`src/logic/sts_pkg.sv`:
```
// Package of the sealing temperature supervisor: register map, fields,
// reset values, error codes and timing constants.
// Assumes a 25 MHz core clock and a 32-bit Avalon-MM register bus.
package sts_pkg;

  // ==========================================================
  // Clock and timing
  // ==========================================================
  localparam int unsigned CLK_HZ = 25000000;
  localparam int unsigned TENTH_S_MS = 100;
  localparam int unsigned TENTH_S_CYC = CLK_HZ / 1000 * TENTH_S_MS / 1000;
  localparam int unsigned GAP_MS = 2000;
  localparam int unsigned GAP_CYC = CLK_HZ / 1000 * GAP_MS;
  localparam int unsigned COMP_MS = 2000;
  localparam int unsigned COMP_CYC = CLK_HZ / 1000 * COMP_MS;
  localparam int unsigned HOLD2_MS = 2000;
  localparam int unsigned HOLD2_CYC = CLK_HZ / 1000 * HOLD2_MS;
  localparam int unsigned BLINK_MS = 200;
  localparam int unsigned BLINK_CYC = CLK_HZ / 1000 * BLINK_MS;

  // ==========================================================
  // Register offsets (byte addresses)
  // ==========================================================
  localparam logic [7:0] OFS_CTRL = 8'h00;
  localparam logic [7:0] OFS_BAND = 8'h04;
  localparam logic [7:0] OFS_TIME = 8'h08;
  localparam logic [7:0] OFS_STAT = 8'h0c;
  localparam logic [7:0] OFS_IRQ = 8'h10;
  localparam logic [7:0] OFS_MASK = 8'h14;
  localparam logic [7:0] OFS_TEMP = 8'h18;

  // ==========================================================
  // Control fields and reset values
  // ==========================================================
  localparam int CTRL_COMP_LSB = 0;
  localparam int CTRL_HOLD_LSB = 2;
  localparam int CTRL_DIAG_BIT = 4;
  localparam int CTRL_ERRW_BIT = 5;
  localparam logic [7:0] BAND_LOW_RST = 8'h0a;
  localparam logic [7:0] BAND_HIGH_RST = 8'h0a;
  localparam logic [6:0] DELAY_RST = 7'h00;
  localparam logic [9:0] HEATUP_RST = 10'h000;

  // ==========================================================
  // Modes and error codes
  // ==========================================================
  typedef enum logic [1:0] {COMP_OFF, COMP_ON, COMP_AUTO} sts_comp_type;
  typedef enum logic [1:0] {HOLD_OFF, HOLD_ON, HOLD_2S} sts_hold_type;
  localparam logic [9:0] ERR_HEATUP = 10'h130;
  localparam logic [9:0] ERR_LOW = 10'h133;
  localparam logic [9:0] ERR_HIGH = 10'h134;
  localparam logic [9:0] ERR_NARM_LOW = 10'h135;
  localparam logic [9:0] ERR_NARM_HIGH = 10'h136;
  localparam logic [3:0] SHORT_TEMP = 4'h6;
  localparam logic [3:0] SHORT_HEAT = 4'h7;

  // Interrupt bits.
  localparam int IRQ_DIAG = 0;
  localparam int IRQ_NARM = 1;
  localparam int IRQ_HEAT = 2;
  localparam int IRQ_COMP = 3;

endpackage : sts_pkg

```
`src/logic/sts_supervisor.sv`:
```
// Supervision logic of an impulse heat-sealing temperature controller.
// Assumes the measured temperature, setpoint and the heat-start and
// zeroing handshakes arrive synchronous to core_clk.
`timescale 1ns/1ps

module sts_supervisor #(
  parameter int TEMP_W = 10,
  parameter int GAP_CYCLES = sts_pkg::GAP_CYC,
  parameter int COMP_CYCLES = sts_pkg::COMP_CYC,
  parameter int HOLD2_CYCLES = sts_pkg::HOLD2_CYC,
  parameter int TENTH_CYCLES = sts_pkg::TENTH_S_CYC,
  parameter int BLINK_CYCLES = sts_pkg::BLINK_CYC
) (
  input wire logic core_clk,
  input wire logic srst,
  input wire logic [7:0] avs_address,
  input wire logic avs_read,
  input wire logic avs_write,
  input wire logic [31:0] avs_writedata,
  input wire logic [3:0] avs_byteenable,
  output logic [31:0] avs_readdata,
  output logic avs_waitrequest,
  input wire logic [TEMP_W-1:0] actual_temp,
  input wire logic [TEMP_W-1:0] setpoint_temp,
  input wire logic heat_start_bit,
  input wire logic zero_req,
  input wire logic zero_done,
  input wire logic zero_ok,
  output logic zero_with_comp,
  output logic comp_active,
  output logic indicator_led,
  output logic [TEMP_W-1:0] analog_temp,
  output logic [TEMP_W-1:0] bus_temp,
  output logic [9:0] error_number,
  output logic alarm,
  output logic temp_window_ok_flag,
  output logic irq
);

  // ==========================================================
  // Register bus
  // ==========================================================
  logic [1:0] comp_mode_reg;
  logic [1:0] hold_mode_reg;
  logic diag_en_reg;
  logic errw_reg;
  logic [7:0] band_low_reg;
  logic [7:0] band_high_reg;
  logic [6:0] delay_reg;
  logic [9:0] heatup_reg;
  logic [3:0] irq_stat_reg;
  logic [3:0] irq_mask_reg;
  logic [3:0] irq_set;
  logic rd_done_reg;
  logic [31:0] rd_next;

  wire wr = avs_write;
  // Reads take one wait cycle so read data come from a flip-flop.
  assign avs_waitrequest = avs_read & ~rd_done_reg;

  always_ff @(posedge core_clk) begin
    if (srst) begin
      rd_done_reg <= 1'b0;
      avs_readdata <= 32'h0000_0000;
    end else begin
      rd_done_reg <= avs_read & ~rd_done_reg;
      if (avs_read & ~rd_done_reg) begin
        avs_readdata <= rd_next;
      end
    end
  end

  always_comb begin
    rd_next = 32'h0000_0000;
    case (avs_address)
      sts_pkg::OFS_CTRL: begin
        rd_next = {26'h0, errw_reg, diag_en_reg, hold_mode_reg, comp_mode_reg};
      end
      sts_pkg::OFS_BAND: rd_next = {16'h0, band_high_reg, band_low_reg};
      sts_pkg::OFS_TIME: rd_next = {9'h0, delay_reg, 6'h0, heatup_reg};
      sts_pkg::OFS_STAT: rd_next = {21'h0, alarm, error_number};
      sts_pkg::OFS_IRQ: rd_next = {28'h0, irq_stat_reg};
      sts_pkg::OFS_MASK: rd_next = {28'h0, irq_mask_reg};
      sts_pkg::OFS_TEMP: rd_next = 32'(bus_temp);
      default: rd_next = 32'h0000_0000;
    endcase
  end

  always_ff @(posedge core_clk) begin
    if (srst) begin
      comp_mode_reg <= 2'(sts_pkg::COMP_OFF);
      hold_mode_reg <= 2'(sts_pkg::HOLD_OFF);
      diag_en_reg <= 1'b0;
      errw_reg <= 1'b0;
      band_low_reg <= sts_pkg::BAND_LOW_RST;
      band_high_reg <= sts_pkg::BAND_HIGH_RST;
      delay_reg <= sts_pkg::DELAY_RST;
      heatup_reg <= sts_pkg::HEATUP_RST;
      irq_mask_reg <= 4'h0;
    end else if (wr && avs_byteenable[0]) begin
      case (avs_address)
        sts_pkg::OFS_CTRL: begin
          comp_mode_reg <= avs_writedata[sts_pkg::CTRL_COMP_LSB +: 2];
          hold_mode_reg <= avs_writedata[sts_pkg::CTRL_HOLD_LSB +: 2];
          diag_en_reg <= avs_writedata[sts_pkg::CTRL_DIAG_BIT];
          errw_reg <= avs_writedata[sts_pkg::CTRL_ERRW_BIT];
        end
        sts_pkg::OFS_BAND: begin
          band_low_reg <= avs_writedata[7:0];
          if (avs_byteenable[1]) begin
            band_high_reg <= avs_writedata[15:8];
          end
        end
        sts_pkg::OFS_TIME: begin
          heatup_reg[7:0] <= avs_writedata[7:0];
          if (avs_byteenable[1]) begin
            heatup_reg[9:8] <= avs_writedata[9:8];
          end
          if (avs_byteenable[2]) begin
            delay_reg <= avs_writedata[22:16];
          end
        end
        sts_pkg::OFS_MASK: irq_mask_reg <= avs_writedata[3:0];
        default: ;
      endcase
    end
  end

  // Set wins over a simultaneous write-one-to-clear.
  always_ff @(posedge core_clk) begin
    if (srst) begin
      irq_stat_reg <= 4'h0;
    end else begin
      for (int i = 0; i < 4; i++) begin
        if (irq_set[i]) begin
          irq_stat_reg[i] <= 1'b1;
        end else if (wr && avs_byteenable[0] &&
                     avs_address == sts_pkg::OFS_IRQ && avs_writedata[i]) begin
          irq_stat_reg[i] <= 1'b0;
        end
      end
    end
  end

  assign irq = |(irq_stat_reg & irq_mask_reg);

  // ==========================================================
  // Zeroing sequencer and phase compensation
  // ==========================================================
  typedef enum {ZS_IDLE, ZS_ZERO, ZS_COMP} sts_zs_type;
  sts_zs_type zs_reg;
  logic [31:0] gap_reg;
  logic [31:0] comp_cnt_reg;
  logic [31:0] blink_cnt_reg;
  logic blink_reg;
  logic fast_reg;

  always_ff @(posedge core_clk) begin
    if (srst) begin
      zs_reg <= ZS_IDLE;
      gap_reg <= 32'hffff_ffff;
      comp_cnt_reg <= 32'h0;
      fast_reg <= 1'b0;
    end else begin
      if (gap_reg != 32'hffff_ffff) begin
        gap_reg <= gap_reg + 32'h1;
      end
      case (zs_reg)
        ZS_IDLE: begin
          if (zero_req) begin
            fast_reg <= comp_mode_reg == 2'(sts_pkg::COMP_ON) &&
                        gap_reg < 32'(GAP_CYCLES);
            zs_reg <= ZS_ZERO;
          end
        end
        ZS_ZERO: begin
          if (fast_reg) begin
            zs_reg <= ZS_COMP;
            comp_cnt_reg <= 32'h0;
          end else if (zero_done) begin
            gap_reg <= 32'h0;
            if (zero_ok && comp_mode_reg == 2'(sts_pkg::COMP_AUTO)) begin
              zs_reg <= ZS_COMP;
              comp_cnt_reg <= 32'h0;
            end else begin
              zs_reg <= ZS_IDLE;
            end
          end
        end
        ZS_COMP: begin
          comp_cnt_reg <= comp_cnt_reg + 32'h1;
          if (comp_cnt_reg == 32'(COMP_CYCLES - 1)) begin
            zs_reg <= ZS_IDLE;
            fast_reg <= 1'b0;
            gap_reg <= 32'hffff_ffff;
          end
        end
        default: zs_reg <= ZS_IDLE;
      endcase
    end
  end

  assign comp_active = zs_reg == ZS_COMP;
  assign zero_with_comp = fast_reg;

  always_ff @(posedge core_clk) begin
    if (srst) begin
      blink_cnt_reg <= 32'h0;
      blink_reg <= 1'b0;
    end else if (!comp_active) begin
      blink_cnt_reg <= 32'h0;
      blink_reg <= 1'b0;
    end else if (blink_cnt_reg == 32'(BLINK_CYCLES - 1)) begin
      blink_cnt_reg <= 32'h0;
      blink_reg <= ~blink_reg;
    end else begin
      blink_cnt_reg <= blink_cnt_reg + 32'h1;
    end
  end

  assign indicator_led = blink_reg;

  always_ff @(posedge core_clk) begin
    if (srst) begin
      analog_temp <= '0;
    end else begin
      analog_temp <= comp_active ? '0 : actual_temp;
    end
  end

  // ==========================================================
  // Temperature band and diagnosis
  // ==========================================================
  logic [TEMP_W+1:0] lo_lim;
  logic [TEMP_W+1:0] hi_lim;
  logic [TEMP_W+1:0] act_x;
  logic above_lo;
  logic in_band;
  logic start_d_reg;
  logic armed_reg;
  logic [31:0] dly_cnt_reg;
  logic [9:0] err_reg;
  logic alarm_reg;

  assign act_x = (TEMP_W+2)'(actual_temp);
  assign lo_lim = (TEMP_W+2)'(setpoint_temp) - (TEMP_W+2)'(band_low_reg);
  assign hi_lim = (TEMP_W+2)'(setpoint_temp) + (TEMP_W+2)'(band_high_reg);
  assign above_lo = $signed(act_x) >= $signed(lo_lim);
  assign in_band = above_lo && act_x <= hi_lim;

  always_ff @(posedge core_clk) begin
    if (srst) begin
      temp_window_ok_flag <= 1'b0;
    end else begin
      temp_window_ok_flag <= in_band;
    end
  end

  always_ff @(posedge core_clk) begin
    if (srst) begin
      start_d_reg <= 1'b0;
      armed_reg <= 1'b0;
      dly_cnt_reg <= 32'h0;
    end else begin
      start_d_reg <= heat_start_bit;
      if (!heat_start_bit || !diag_en_reg) begin
        armed_reg <= 1'b0;
        dly_cnt_reg <= 32'h0;
      end else if (!armed_reg && in_band) begin
        if (dly_cnt_reg >= 32'(delay_reg) * 32'(TENTH_CYCLES)) begin
          armed_reg <= 1'b1;
        end else begin
          dly_cnt_reg <= dly_cnt_reg + 32'h1;
        end
      end
    end
  end

  // ==========================================================
  // Heat-up monitoring
  // ==========================================================
  logic [31:0] heat_cnt_reg;
  logic heat_run_reg;
  logic reached95;

  assign reached95 = 32'(actual_temp) * 32'd100 >= 32'(setpoint_temp) * 32'd95;

  always_ff @(posedge core_clk) begin
    if (srst) begin
      heat_cnt_reg <= 32'h0;
      heat_run_reg <= 1'b0;
    end else if (heat_start_bit && !start_d_reg && heatup_reg != 10'h0) begin
      heat_cnt_reg <= 32'h0;
      heat_run_reg <= 1'b1;
    end else if (heat_run_reg) begin
      heat_cnt_reg <= heat_cnt_reg + 32'h1;
      if (reached95 || !heat_start_bit) begin
        heat_run_reg <= 1'b0;
      end
    end
  end

  wire heat_late = heat_run_reg && !reached95 &&
                   heat_cnt_reg == 32'(heatup_reg) * 32'(TENTH_CYCLES);
  wire diag_leave = armed_reg && heat_start_bit && !in_band;
  wire narm = diag_en_reg && start_d_reg && !heat_start_bit && !armed_reg;

  // Errors latch with the alarm until the next heat start, but a heat-up error overwrites a latched one.
  always_ff @(posedge core_clk) begin
    if (srst) begin
      err_reg <= 10'h0;
      alarm_reg <= 1'b0;
    end else if (heat_late) begin
      err_reg <= sts_pkg::ERR_HEATUP;
      alarm_reg <= 1'b1;
    end else if (diag_leave && !alarm_reg) begin
      err_reg <= above_lo ? sts_pkg::ERR_HIGH : sts_pkg::ERR_LOW;
      alarm_reg <= 1'b1;
    end else if (narm && !alarm_reg) begin
      err_reg <= above_lo ? sts_pkg::ERR_NARM_HIGH : sts_pkg::ERR_NARM_LOW;
      alarm_reg <= 1'b1;
    end else if (heat_start_bit && !start_d_reg) begin
      err_reg <= 10'h0;
      alarm_reg <= 1'b0;
    end
  end

  assign alarm = alarm_reg;
  assign error_number = errw_reg ? err_reg :
      (err_reg == 10'h0 ? 10'h0 :
       {6'h0, err_reg == sts_pkg::ERR_HEATUP ? sts_pkg::SHORT_HEAT :
                                               sts_pkg::SHORT_TEMP});
  assign irq_set = {comp_active & (zs_reg != ZS_COMP ? 1'b0 : comp_cnt_reg == 0),
                    heat_late, narm, diag_leave & ~alarm_reg};

  // ==========================================================
  // Hold of the fieldbus temperature
  // ==========================================================
  logic [TEMP_W-1:0] held_reg;
  logic have_held_reg;
  logic [31:0] hold_cnt_reg;
  wire seal_end = start_d_reg && !heat_start_bit;

  always_ff @(posedge core_clk) begin
    if (srst) begin
      held_reg <= '0;
      have_held_reg <= 1'b0;
      hold_cnt_reg <= 32'h0;
    end else if (seal_end) begin
      held_reg <= actual_temp;
      have_held_reg <= 1'b1;
      hold_cnt_reg <= 32'(HOLD2_CYCLES);
    end else if (hold_cnt_reg != 32'h0) begin
      hold_cnt_reg <= hold_cnt_reg - 32'h1;
    end
  end

  always_ff @(posedge core_clk) begin
    if (srst) begin
      bus_temp <= '0;
    end else if (hold_mode_reg == 2'(sts_pkg::HOLD_ON) && have_held_reg) begin
      bus_temp <= seal_end ? actual_temp : held_reg;
    end else if (hold_mode_reg == 2'(sts_pkg::HOLD_2S) &&
                 (seal_end || hold_cnt_reg != 32'h0)) begin
      bus_temp <= seal_end ? actual_temp : held_reg;
    end else begin
      bus_temp <= actual_temp;
    end
  end
endmodule : sts_supervisor

```
`config.mk`:
```
export PLATFORM = sky130hd
export DESIGN_NAME = sts_supervisor
export DESIGN_NICKNAME = d
export VERILOG_FILES = /design/src/logic/sts_pkg.sv /design/src/logic/sts_supervisor.sv
export SDC_FILE = /design/constraint.sdc
export NUM_CORES = 1
export LEC_CHECK = 0
export BUFFER_PORTS_ARGS = -buffer_cell sky130_fd_sc_hd__buf_2
export CORE_MARGIN = 3
export CORE_UTILIZATION = 34
export DETAILED_ROUTE_END_ITERATION = 10
export GPL_ROUTABILITY_DRIVEN = 1
export GPL_TIMING_DRIVEN = 0
export PLACE_DENSITY = 0.54
export SLEW_MARGIN = 15
export SYNTH_ARGS = -nofsm -noshare
export SYNTH_HDL_FRONTEND = slang
export SYNTH_SLANG_ARGS = --single-unit
```
`constraint.sdc`:
```
create_clock -name core_clk -period 6.7 [get_ports core_clk]
set_input_delay 0.67 -clock core_clk [delete_from_list [all_inputs] [get_ports core_clk]]
set_output_delay 0.67 -clock core_clk [all_outputs]
set_load 0.02 [all_outputs]
```
# Word-level counts from Yosys, hierarchy flattened
# Index checks and enable logic that the tools add are counted.
dict set report word_totals {
  ff_bits 352
  output_inout_bits 69
  input_bits 72
}
dict set report op_classes {
  n_reduce_logical 69
  eq_ne 23
  muxes 49
  n_bitwise 9
  add_sub_neg 8
  multipliers 4
  order_cmp 5
}
# cell n
set op_table {}
lappend op_table {{2-to-1 mux 32 bit} 11}
lappend op_table {{case mux 23 bit (7 select lines)} 1}
lappend op_table {{adder 32 x 1 -> 32 bit, second input constant} 5}
lappend op_table {{case mux 32 bit (2 select lines)} 2}
lappend op_table {{case mux 32 bit (3 select lines)} 1}
lappend op_table {{2-to-1 mux 10 bit} 7}
lappend op_table {{zero test 32 bit} 2}
lappend op_table {{2-to-1 mux 26 bit} 2}
lappend op_table {{== test 32 x 1 -> 1 bit, second input constant} 1}
lappend op_table {{== test 32 x 2 -> 1 bit, second input constant} 1}
lappend op_table {{== test 32 x 22 -> 1 bit} 1}
lappend op_table {{== test 32 x 23 -> 1 bit, second input constant} 1}
lappend op_table {{== test 32 x 26 -> 1 bit, second input constant} 1}
lappend op_table {{== test 32 x 3 -> 1 bit, second input constant} 1}
lappend op_table {{greater-or-equal comparator 32 x 19 -> 1 bit} 1}
lappend op_table {{less-than comparator 32 x 26 -> 1 bit, second input constant} 1}
lappend op_table {{inequality test 32 x 3 -> 1 bit, second input constant} 1}
lappend op_table {{inequality test 32 bit, second input constant} 1}
lappend op_table {{nonzero test 32 bit} 1}
lappend op_table {{subtractor 32 x 1 -> 32 bit, second input constant} 1}
lappend op_table {{== test 8 x 5 -> 1 bit, second input constant} 3}
lappend op_table {{logical AND 1 bit} 24}
lappend op_table {{multiplier 10 x 10 -> 20 bit, second input constant} 1}
lappend op_table {{2-to-1 mux 1 bit} 19}
lappend op_table {{35 further kinds} 77}

# Logic depth before layout (Yosys ltp)
# Gate-level depths: netlist of the first run.
dict set report depth {
  word_depth 8
  mapped_depth 24
  depth_no_buf 24
}

# Worst setup path after synthesis of the first run
# OpenSTA, ideal clock, no wires.
dict set report synth_timing {
  path_type {input to register}
  from {input port setpoint_temp[2]}
  to {register irq_stat_reg[2]}
  slack_ns 0.834
  arrival_ns 5.791
  cell_stages 23
  path_cell_list {inv_1 fa_1 inv_1 ha_1 inv_1 fa_1 fa_1 inv_1 ha_1 o21a_1 o31a_1 o211ai_1 a21oi_1 o31a_1 nor4b_1 nor3_1 ha_1 and4_1 o21ai_0 o211ai_1 a2111o_1 or4_1 o22ai_1}
}
dict set report synth_between {
  elab_chain_cells 6
  elab_cells_between_ends 7
  classes_between {mul (1); order compare (1); mux (1); reduce/logical (4)}
}
# element line_no
set synth_rtl {}
lappend synth_rtl {{start: declaration} sts_supervisor.sv:24} ;# input wire logic [TEMP_W-1:0] setpoint_temp,
lappend synth_rtl {{multiplier 10 x 7 -> 17 bit (*)} sts_supervisor.sv:286} ;# assign reached95 = 32'(actual_temp) * 32'd100 >= 32'(setpoint_temp) * 32'd95;
lappend synth_rtl {{greater-or-equal comparator 17 bit (*)} sts_supervisor.sv:286}
lappend synth_rtl {{zero test 1 bit (*)} sts_supervisor.sv:303} ;# wire heat_late = heat_run_reg && !reached95 &&
lappend synth_rtl {{logical AND 1 bit (*) (2 in a row)} sts_supervisor.sv:303}
lappend synth_rtl {{2-to-1 mux 1 bit / nonzero test 2 bit (equally long branches)} --}
lappend synth_rtl {{end signal: assignment} sts_supervisor.sv:132} ;# irq_stat_reg <= 4'h0;
lappend synth_rtl {{end signal: indexed assignment} sts_supervisor.sv:136} ;# irq_stat_reg[i] <= 1'b1;
lappend synth_rtl {{end signal: indexed assignment} sts_supervisor.sv:139} ;# irq_stat_reg[i] <= 1'b0;
lappend synth_rtl {{end: declaration} sts_supervisor.sv:51} ;# logic [3:0] irq_stat_reg;
# Every way passes the cells marked *; elsewhere a longest branch is shown, timed or not.
# A chain may end at the register's enable or synchronous reset.

# Final worst setup path of the first run
# Same ends and word-level chain as after synthesis.

==> results.txt, run 1 <==
Status: finished, final reports clean
Max Fclk: 0.155 GHz
Crit path largest cell delay: 0.55 ns
Startpoint Class: input pin
Area delta synth->final: 13.9%
Critical Path RT: 7.17 ns
Minimum clock period: 6.46 ns
Final period util: 0.964
Die span in x: 253 µm
EDFF count, synth: 0
Final layout net count: 2951
CP delay by family, top: compound AO/OA/AOI/OAI gates
Die area: 63800 µm²
Hold path depth: 3
Slew @ Worst Pin: 1.08 ns
DP HPWL: 46200 µm
CP max stage cell: fa_1
Clock buffer depth: 3
CTS buffer count: 37
Synthesized cell area: 20700 µm²
TritonCTS clock tree: built
Worst EP arrival: 6.93 ns
Worst reg2reg path depth: 19
Yosys cell types: 87
Power after layout: 6.20 mW
Multi-input logic area: 13500 µm²
Largest net degree at the start of global routing: 13
IO Pins: 141
CTS Hold Bufs: 0
Leakage Power: 10.2 nW
Clk_lat worst skew: 0.56 ns
Sequential element share of the synthesized area: 0.296
Sink Count: 306
RR Endpoint: dly_cnt_reg[16]
Worst hold start: avs_writedata[19]
GRT overflow: 0
Hold Path End: delay_reg[3]
Sw Share: 0.345
DR iter-0 viols: 900
Post-DR vias/cell: 5.26
Hold Vio Cnt, Final: 0
Ys async rst share: 0
RSZ-0062 raised after global routing: no
Via count: 17700
Die Ht: 253 µm
Pins Over Slew Limit: 0
WL per Instance: 17.4 µm
TritonRoute pass-1 iters: 5
Comb pwr share: 0.327
Post-route ant nets: 0
Ys flop type: dfxtp_1
Max-Slew Margin vs Limit: 0.269
Design Area, Final: 23600 µm²
Row count: 89
Vias in the first global route: 17500
Register area: 6130 µm²
Yosys reg bits: 306
Critical Path, Cell by Cell: buf_2 -> inv_1 -> fa_1 -> inv_1 -> ha_1 -> inv_1 -> fa_1 -> fa_1 -> inv_1 -> ha_1 -> o21a_1 -> o31a_1 -> o211ai_1 -> a21oi_1 -> o31a_1 -> xnor2_1 -> ha_1 -> a211oi_1 -> o41ai_1 -> o211ai_1 -> o211ai_1 -> a2111o_1 -> or4_1 -> o22ai_1
Reg-to-Reg Start: delay_reg[5]
Clk slew on worst S/H paths: 0.06 ns
Crit path max fanout: 6
Yosys warns: 0
Port buffer count: 116
Avg Synthesized Cell Area: 8.61 µm²
Final Hold Slack: 0.369 ns
Setup Skew: 0.0268 ns
H-tree depth: 2
Global-route wire length before repair: 93200 µm
Share of layout cells above drive strength 1: 0.0868
Crit. End Element: flip-flop
Routability cong.: 0.894
Maximum vdd drop: 0.178 mV
Clock power share: 0.338
Reg power frac: 0.335
Kind of critical path: in2reg
Placed cell areas: 22300 µm²
CTS Root Buffer Type: clkbuf_16
Initial Util: 0.347
R2R setup slack: 0.63 ns
Net switching power: 2.14 mW
Cells after Synth: 2401
Core area: 59600 µm²
Max_cap viols: 0
Internal power: 4.06 mW
Power per cell area: 263 nW/µm²
DRC: 0
Layout filler cell count: 5969
Post-Route WL: 58600 µm
Min-delay worst type: in2reg
Crit path top cell by count: inv_1
Post-CTS Setup Bufs: 0
Final setup viols: 0
Bufs and invs on worst path: 5
Initial antenna violation count: 12
GRT Overall Usage: 0.182
-- final cells by class --
| cell class | count | area share |
|---|---|---|
| diodes | 7 | 0.000743 |
| plain buffers | 86 | 0.0165 |
| clock buffers | 55 | 0.0474 |
| clock inverters | 10 | 0.00611 |
| inverters | 199 | 0.0317 |
| multi-input cells | 1821 | 0.572 |
| flip-flops and latches | 306 | 0.260 |
| well taps | 773 | 0.0410 |
| repair buffers | 116 | 0.0246 |
-- worst register-to-register path: stages (launching register included) --
cell       delay, ns
dfxtp_1         0.59
ha_1            0.32
ha_1            0.27
inv_1           0.06
fa_1            0.50
fa_1            0.51
inv_1           0.05
ha_1            0.32
a21boi_0        0.16
o41ai_1         0.43
o211ai_1        0.22
o31ai_1         0.39
ha_1            0.35
o2111ai_1       0.18
nor4_1          0.19
nor4b_4         0.40
o2111ai_1       0.33
buf_2           0.31
o311ai_1        0.25
o41ai_1         0.12
-- cell usage in the layout, fill, tap and decap left out, drive strengths merged, types with 68 or more instances in the layout --
cell type	instances
xor2	111
nor2	238
clkbuf	122
nand3	103
ha	250
dfxtp	306
inv	202
nand2	187
o21ai	68
a21oi	148
xnor2	96
buf	135
-- timing repair --
action / in CTS / in global routing
pin swaps: 0 / 2
gates resized for setup: 1 / 2
endpoints found under the setup margin: 3 / 5
-- power by group through the flow --
stage                     Sequential (mW)  Combinational, mW  Clock [mW]
final                                2.08               2.03        2.09
after global routing                 2.10               2.31        2.21
after CTS                            2.08               2.03        2.15
after detailed placement             2.12               2.01           0
after global placement               2.11               1.95           0
after floorplan                      2.10               1.51           0
-- per-layer routing --
| layer | vias to the layer above | global-route usage | part of all wire |
|---|---|---|---|
| li1 | 8768 | - | - |
| met1 | 8533 | 0.242 | 0.46 |
| met2 | 349 | 0.302 | 0.46 |
| met3 | 91 | 0.0306 | 0.057 |
| met4 | 6 | 0.0582 | 0.026 |
| met5 | - | 0 | 0.00065 |
-- metrics by stage --
stage | setup WS (ns) | setup TNS [ns] | utilization | instances
6_report | 0.242 | 0 | 0.396 | 3373
5_1_grt | 0.0202 | 0 | 0.395 | 3366
3_5_place_dp | -0.663 | -2.63 | 0.374 | 3302
3_3_place_gp | -0.641 | -2.55 | 0.374 | 3302
2_1_floorplan | 0.834 | 0 | - | 2413
4_1_cts | 0.125 | 0 | 0.395 | 3367
-- worst max-delay path by stage --
stage	start	end	slack, ns	cells after the start
floorplan	setpoint_temp[2]	irq_stat_reg[2]	0.83	23
global placement	setpoint_temp[8]	err_reg[0]	-0.64	22
detailed placement	setpoint_temp[8]	err_reg[0]	-0.66	22
CTS	setpoint_temp[8]	irq_stat_reg[2]	0.13	22
global route	setpoint_temp[2]	err_reg[0]	0.02	24
finish	setpoint_temp[2]	irq_stat_reg[2]	0.24	24
-- synthesized netlist by cell type (all sizes together), types with 44 or more instances --
cell | instances | share of area
nand2 | 187 | 0.034
nor2 | 238 | 0.044
and3 | 49 | 0.015
fa | 62 | 0.060
xnor2 | 96 | 0.041
nand4 | 59 | 0.018
nand3 | 103 | 0.025
inv | 199 | 0.036
o21ai | 68 | 0.017
a21oi | 148 | 0.036
dfxtp | 306 | 0.30
clkbuf | 68 | 0.012
ha | 250 | 0.15
nor3 | 44 | 0.011
xor2 | 111 | 0.047
-- kinds of logic after synthesis --
family | synth area share
simple gates | 0.211
compound gates | 0.126
fa+ha+maj | 0.211
flops | 0.296
buf+inv | 0.0551
xor+xnor | 0.0877
mux | 0.0131
other cells | 0.000181
Power figures use the tool's default switching activity.
==> inputs of run 2 (changes only) <==
PLACE_DENSITY = 0.56   (was 0.54)
clock period = 5.9 ns   (was 6.7 ns; I/O delays follow)
==> run 2 against run 1 <==
Compared with the run above:
- clock power is 21% higher
- via count is 0.74% higher
- sequential share of layout area is 0.55 points lower
- utilization is 0.89 points higher
- clock skew is 0.011 ns lower
- final area is 2.2% higher
==> results.txt, run 2 (same netlist as run 1, synthesis figures left out) <==
Crit path max fanout: 7
Startpoint Class: input pin
TritonCTS clock tree: built
Sink Count: 306
Via count: 17900
Worst reg2reg path depth: 22
H-tree depth: 2
Crit. End Element: flip-flop
GRT overflow: 0
Max Fclk: 0.172 GHz
Hold path depth: 3
CTS Root Buffer Type: clkbuf_16
RR Endpoint: dly_cnt_reg[12]
Post-route ant nets: 0
Core area: 59600 µm²
Row count: 89
Pins Over Slew Limit: 0
Routability cong.: 0.883
Critical Path RT: 6.29 ns
Global-route wire length before repair: 91400 µm
Clk slew on worst S/H paths: 0.06 ns
Post-Route WL: 57700 µm
Pre-CTS setup slack: -1.33 ns
Minimum clock period: 5.80 ns
Most frequent cells in the layout: dfxtp_1 (301), ha_1 (241), nor2_1 (237)
Hold Vio Cnt, Final: 0
TritonRoute pass-1 iters: 6
Setup total negative slack: 0 ns
Initial antenna violation count: 12
CTS buffer count: 37
Maximum vdd drop: 0.213 mV
Largest net degree at the start of global routing: 13
Final setup margin: 0.102 ns
Clk_lat worst skew: 0.56 ns
Max_cap viols: 0
Reg-to-Reg Start: delay_reg[1]
Initial Util: 0.347
Setup Skew: 0.0156 ns
Die span in x: 253 µm
GRT Overall Usage: 0.179
CP max stage cell: fa_1
Vias in the first global route: 17300
Die area: 63800 µm²
Final period util: 0.983
Port buffer count: 116
Layout filler cell count: 5899
Hold Path End: delay_reg[3]
Status: finished, final reports clean
Final setup viols: 0
Share of layout cells above drive strength 1: 0.110
Min-delay worst type: in2reg
DR iter-0 viols: 1174
Worst hold start: avs_writedata[19]
Final layout net count: 2966
Post-DR vias/cell: 5.28
Die Ht: 253 µm
Slew @ Worst Pin: 1.25 ns
Power per cell area: 304 nW/µm²
R2R setup slack: 0.32 ns
Clock buffer depth: 3
IO Pins: 141
DRC: 0
Worst EP arrival: 6.19 ns
Kind of critical path: in2reg
Crit path largest cell delay: 0.53 ns
Most common cell after layout, fill and taps aside: dfxtp_1
Area delta synth->final: 16.5%
RSZ-0062 raised after global routing: yes
Max-Slew Margin vs Limit: 0.166
CTS Hold Bufs: 0
DP HPWL: 45400 µm
Leakage Power: 10.4 nW
WL per Instance: 17.0 µm
[run 2: cell count changes in the layout (fill, tap and decap cells not counted), sizes merged]
cell      before  now
clkinvlp       2    1
buf          135  149
diode          7    3
inv          202  201
clkbuf       122  123
bufinv         3    5
clkinv         2    5
[run 2: worst max-delay path: cells and delay by family]
family | cells | cell delay [ns]
fa+ha+maj | 6 | 2.32
buf+inv | 8 | 0.77
compound gates | 8 | 1.64
simple gates | 5 | 0.83
[run 2: cell type report]
type                    instances  area (µm²)  area share
multi-input cells            1821       13700       0.569
flip-flops and latches        306        6130       0.255
clock buffers                  55        1170      0.0484
well taps                     773         967      0.0401
repair buffers                130         756      0.0314
inverters                     199         756      0.0314
plain buffers                  87         410      0.0170
clock inverters                13         201     0.00836
diodes                          3        7.51    0.000312
[run 2: what timing repair did]
action                     CTS  global route
pin swaps                    6            28
setup buffers                3            11
setup endpoints to repair   21            25
resized for setup           22            59
hold endpoints to repair     0             0
[run 2: per-layer routing]
metal	vias to the layer above	share of wire	global-route usage
met5	-	0.0017	0
li1	8803	-	-
met1	8504	0.46	0.235
met2	441	0.44	0.284
met4	14	0.031	0.0595
met3	116	0.071	0.0482
[run 2: power breakdown]
group          internal (mW)  total (mW)  switching, mW
Clock                   1.59        2.53          0.939
Sequential              2.21        2.36          0.150
Combinational           1.08        2.44           1.36
[run 2: worst max path at each step]
stage	end	cells after the start	startpoint
after floorplan	irq_stat_reg[2]	23	setpoint_temp[2]
after global placement	err_reg[0]	22	setpoint_temp[8]
after detailed placement	err_reg[0]	22	setpoint_temp[8]
after CTS	dly_cnt_reg[19]	20	delay_reg[1]
after global routing	err_reg[0]	27	setpoint_temp[4]
final	err_reg[1]	27	setpoint_temp[4]
[run 2: through the flow]
| step | hold WS, ns | util | cell area [µm²] | power, mW | std cells |
|---|---|---|---|---|---|
| 2_1_floorplan | 0.430 | - | 20700 | 4.10 | 2413 |
| 3_3_place_gp | 0.435 | 0.374 | 22300 | 4.56 | 3302 |
| 3_5_place_dp | 0.441 | 0.374 | 22300 | 4.62 | 3302 |
| 4_1_cts | 0.267 | 0.399 | 23800 | 7.21 | 3373 |
| 5_1_grt | 0.283 | 0.404 | 24100 | 7.81 | 3385 |
| 6_report | 0.291 | 0.404 | 24100 | 7.33 | 3387 |
==> inputs of run 3 (changes only) <==
CORE_MARGIN = 1   (was 3)
clock period = 5.2 ns   (was 5.9 ns; I/O delays follow)
==> run 3 against run 2 <==
Compared with the run above:
- the run now ends with negative setup slack left
- utilization grew 0.63 points
- cell count grew 1.3%
- wire length increased by 0.57%
- clock power is 3% higher
- clock-buffer cell count is 2 lower
- die area decreased by 3.1%
- clock skew grew 0.014 ns
- register-to-register slack worse by 0.34 ns
- via count grew 1.1%
- power up 11%
- critical endpoint is now irq_stat_reg[2]
- largest cell class unchanged
==> results.txt, run 3 (same netlist as run 1, synthesis figures left out) <==
Status: complete, but fails checks
Failing checks: negative setup slack
Crit. End Element: flip-flop
Initial Util: 0.343
Final period util: 1.07
Startpoint Class: input pin
DP HPWL: 44300 µm
Most common cell after layout, fill and taps aside: dfxtp_1
Global-route wire length before repair: 93400 µm
CP delay by family, top: adder cells
Final setup viols: 6
Setup total negative slack: -1.63 ns
H-tree depth: 2
Final core occ: 0.411
Crit path largest cell delay: 0.52 ns
DR iter-0 viols: 989
Die area: 61800 µm²
Area delta synth->final: 19.7%
Routability cong.: 0.891
Max_cap viols: 0
Sw Share: 0.347
Minimum clock period: 5.56 ns
TritonCTS clock tree: built
Maximum vdd drop: 0.296 mV
Power per cell area: 328 nW/µm²
Clock power share: 0.322
Clock buffer depth: 3
Row count: 90
Register area: 6150 µm²
Max Fclk: 0.180 GHz
Final layout net count: 3002
CP max stage cell: or4_4
Final Hold Slack: 0.198 ns
Core area: 60200 µm²
Die span in x: 249 µm
Pins Over Slew Limit: 0
DRC: 0
Crit path max fanout: 3
Net switching power: 2.81 mW
Worst EP arrival: 6.04 ns
Reg power frac: 0.330
TritonRoute pass-1 iters: 8
Clk slew on worst S/H paths: 0.06 ns
Final setup margin: -0.359 ns
Comb pwr share: 0.347
RSZ-0062 raised after global routing: yes
Clk_lat worst skew: 0.57 ns
Most frequent cells in the layout: dfxtp_1 (300), nor2_1 (236), ha_1 (227)
IO Pins: 141
CTS Root Buffer Type: clkbuf_16
Largest net degree at the start of global routing: 13
Hold Vio Cnt, Final: 0
Kind of critical path: in2reg
Slew @ Worst Pin: 1.14 ns
Sink Count: 306
Min-delay worst type: in2reg
Leakage Power: 10.5 nW
CTS Hold Bufs: 0
Post-Route WL: 58000 µm
Critical Path RT: 5.69 ns
GRT overflow: 0
CTS buffer count: 38
Initial antenna violation count: 10
Die Ht: 249 µm
Pre-CTS setup slack: -1.88 ns
Via count: 18100
Non-Filler Instances: 3430
WL per Instance: 16.9 µm
Placed insts: 3311
Port buffer count: 116
Internal power: 5.30 mW
Max-Slew Margin vs Limit: 0.236
Setup Skew: 0.0292 ns
Layout filler cell count: 5938
Bufs and invs on worst path: 6
Post-route ant nets: 0
Share of layout cells above drive strength 1: 0.140
Post-DR vias/cell: 5.27
GRT Overall Usage: 0.186
Multi-input logic area: 14100 µm²
Vias in the first global route: 17800
## run 3: cell types whose count changed in the layout (fill, tap and decap cells not counted), sizes merged
cell | before | now
buf | 149 | 185
bufinv | 5 | 1
clkinv | 5 | 9
clkbuf | 123 | 120
clkinvlp | 1 | 4
inv | 201 | 199
## run 3: final cells by class
type / count / share of cell area
Sequential cell: 306 / 0.248
Antenna cell: 3 / 0.000303
Inverter: 199 / 0.0307
Clock inverter: 14 / 0.00551
Timing Repair Buffer: 165 / 0.0436
Clock buffer: 53 / 0.0440
Multi-Input combinational cell: 1821 / 0.571
Tap cell: 782 / 0.0395
Buffer: 87 / 0.0166
## run 3: metal layers
layer  up-vias  global-route usage  wire length, µm
li1       8883                   -                -
met1      8708               0.235            25800
met2       369               0.314            27100
met3       103              0.0410             3550
met4        16              0.0586             1450
met5         -                   0               99
## run 3: final timing paths
check	slack [ns]	to	cells after the start	start
max	-0.36	irq_stat_reg[2]	25	setpoint_temp[2]
min	0.20	delay_reg[3]	3	avs_writedata[19]
max reg2reg	-0.02	dly_cnt_reg[18]	23	delay_reg[2]
min reg2reg	0.45	held_reg[1]	2	held_reg[1]
## run 3: power by group through the flow
| stage | clock network [mW] | registers, mW | logic (mW) |
|---|---|---|---|
| after floorplan | 0 | 2.70 | 2.04 |
| after global placement | 0 | 2.71 | 2.55 |
| after detailed placement | 0 | 2.73 | 2.62 |
| after CTS | 2.68 | 2.68 | 2.76 |
| after global routing | 2.78 | 2.70 | 3.18 |
| final | 2.61 | 2.68 | 2.82 |
## run 3: repair_timing
item                                    CTS  global route
endpoints found under the setup margin   27            24
cloned                                    1             0
setup buffers                            36            12
pin swaps                                38            32
gates resized for setup                  98            54
## run 3: worst min-delay path, cell delays in order
cell and delay [ns]:
buf_2 0.10, nand3_1 0.06, a21oi_1 0.05
## run 3: stage by stage
step | power, mW | cell area [µm²]
2_1_floorplan | 4.74 | 20800
3_3_place_gp | 5.26 | 22400
3_5_place_dp | 5.35 | 22400
4_1_cts | 8.12 | 24400
5_1_grt | 8.66 | 24700
6_report | 8.11 | 24700
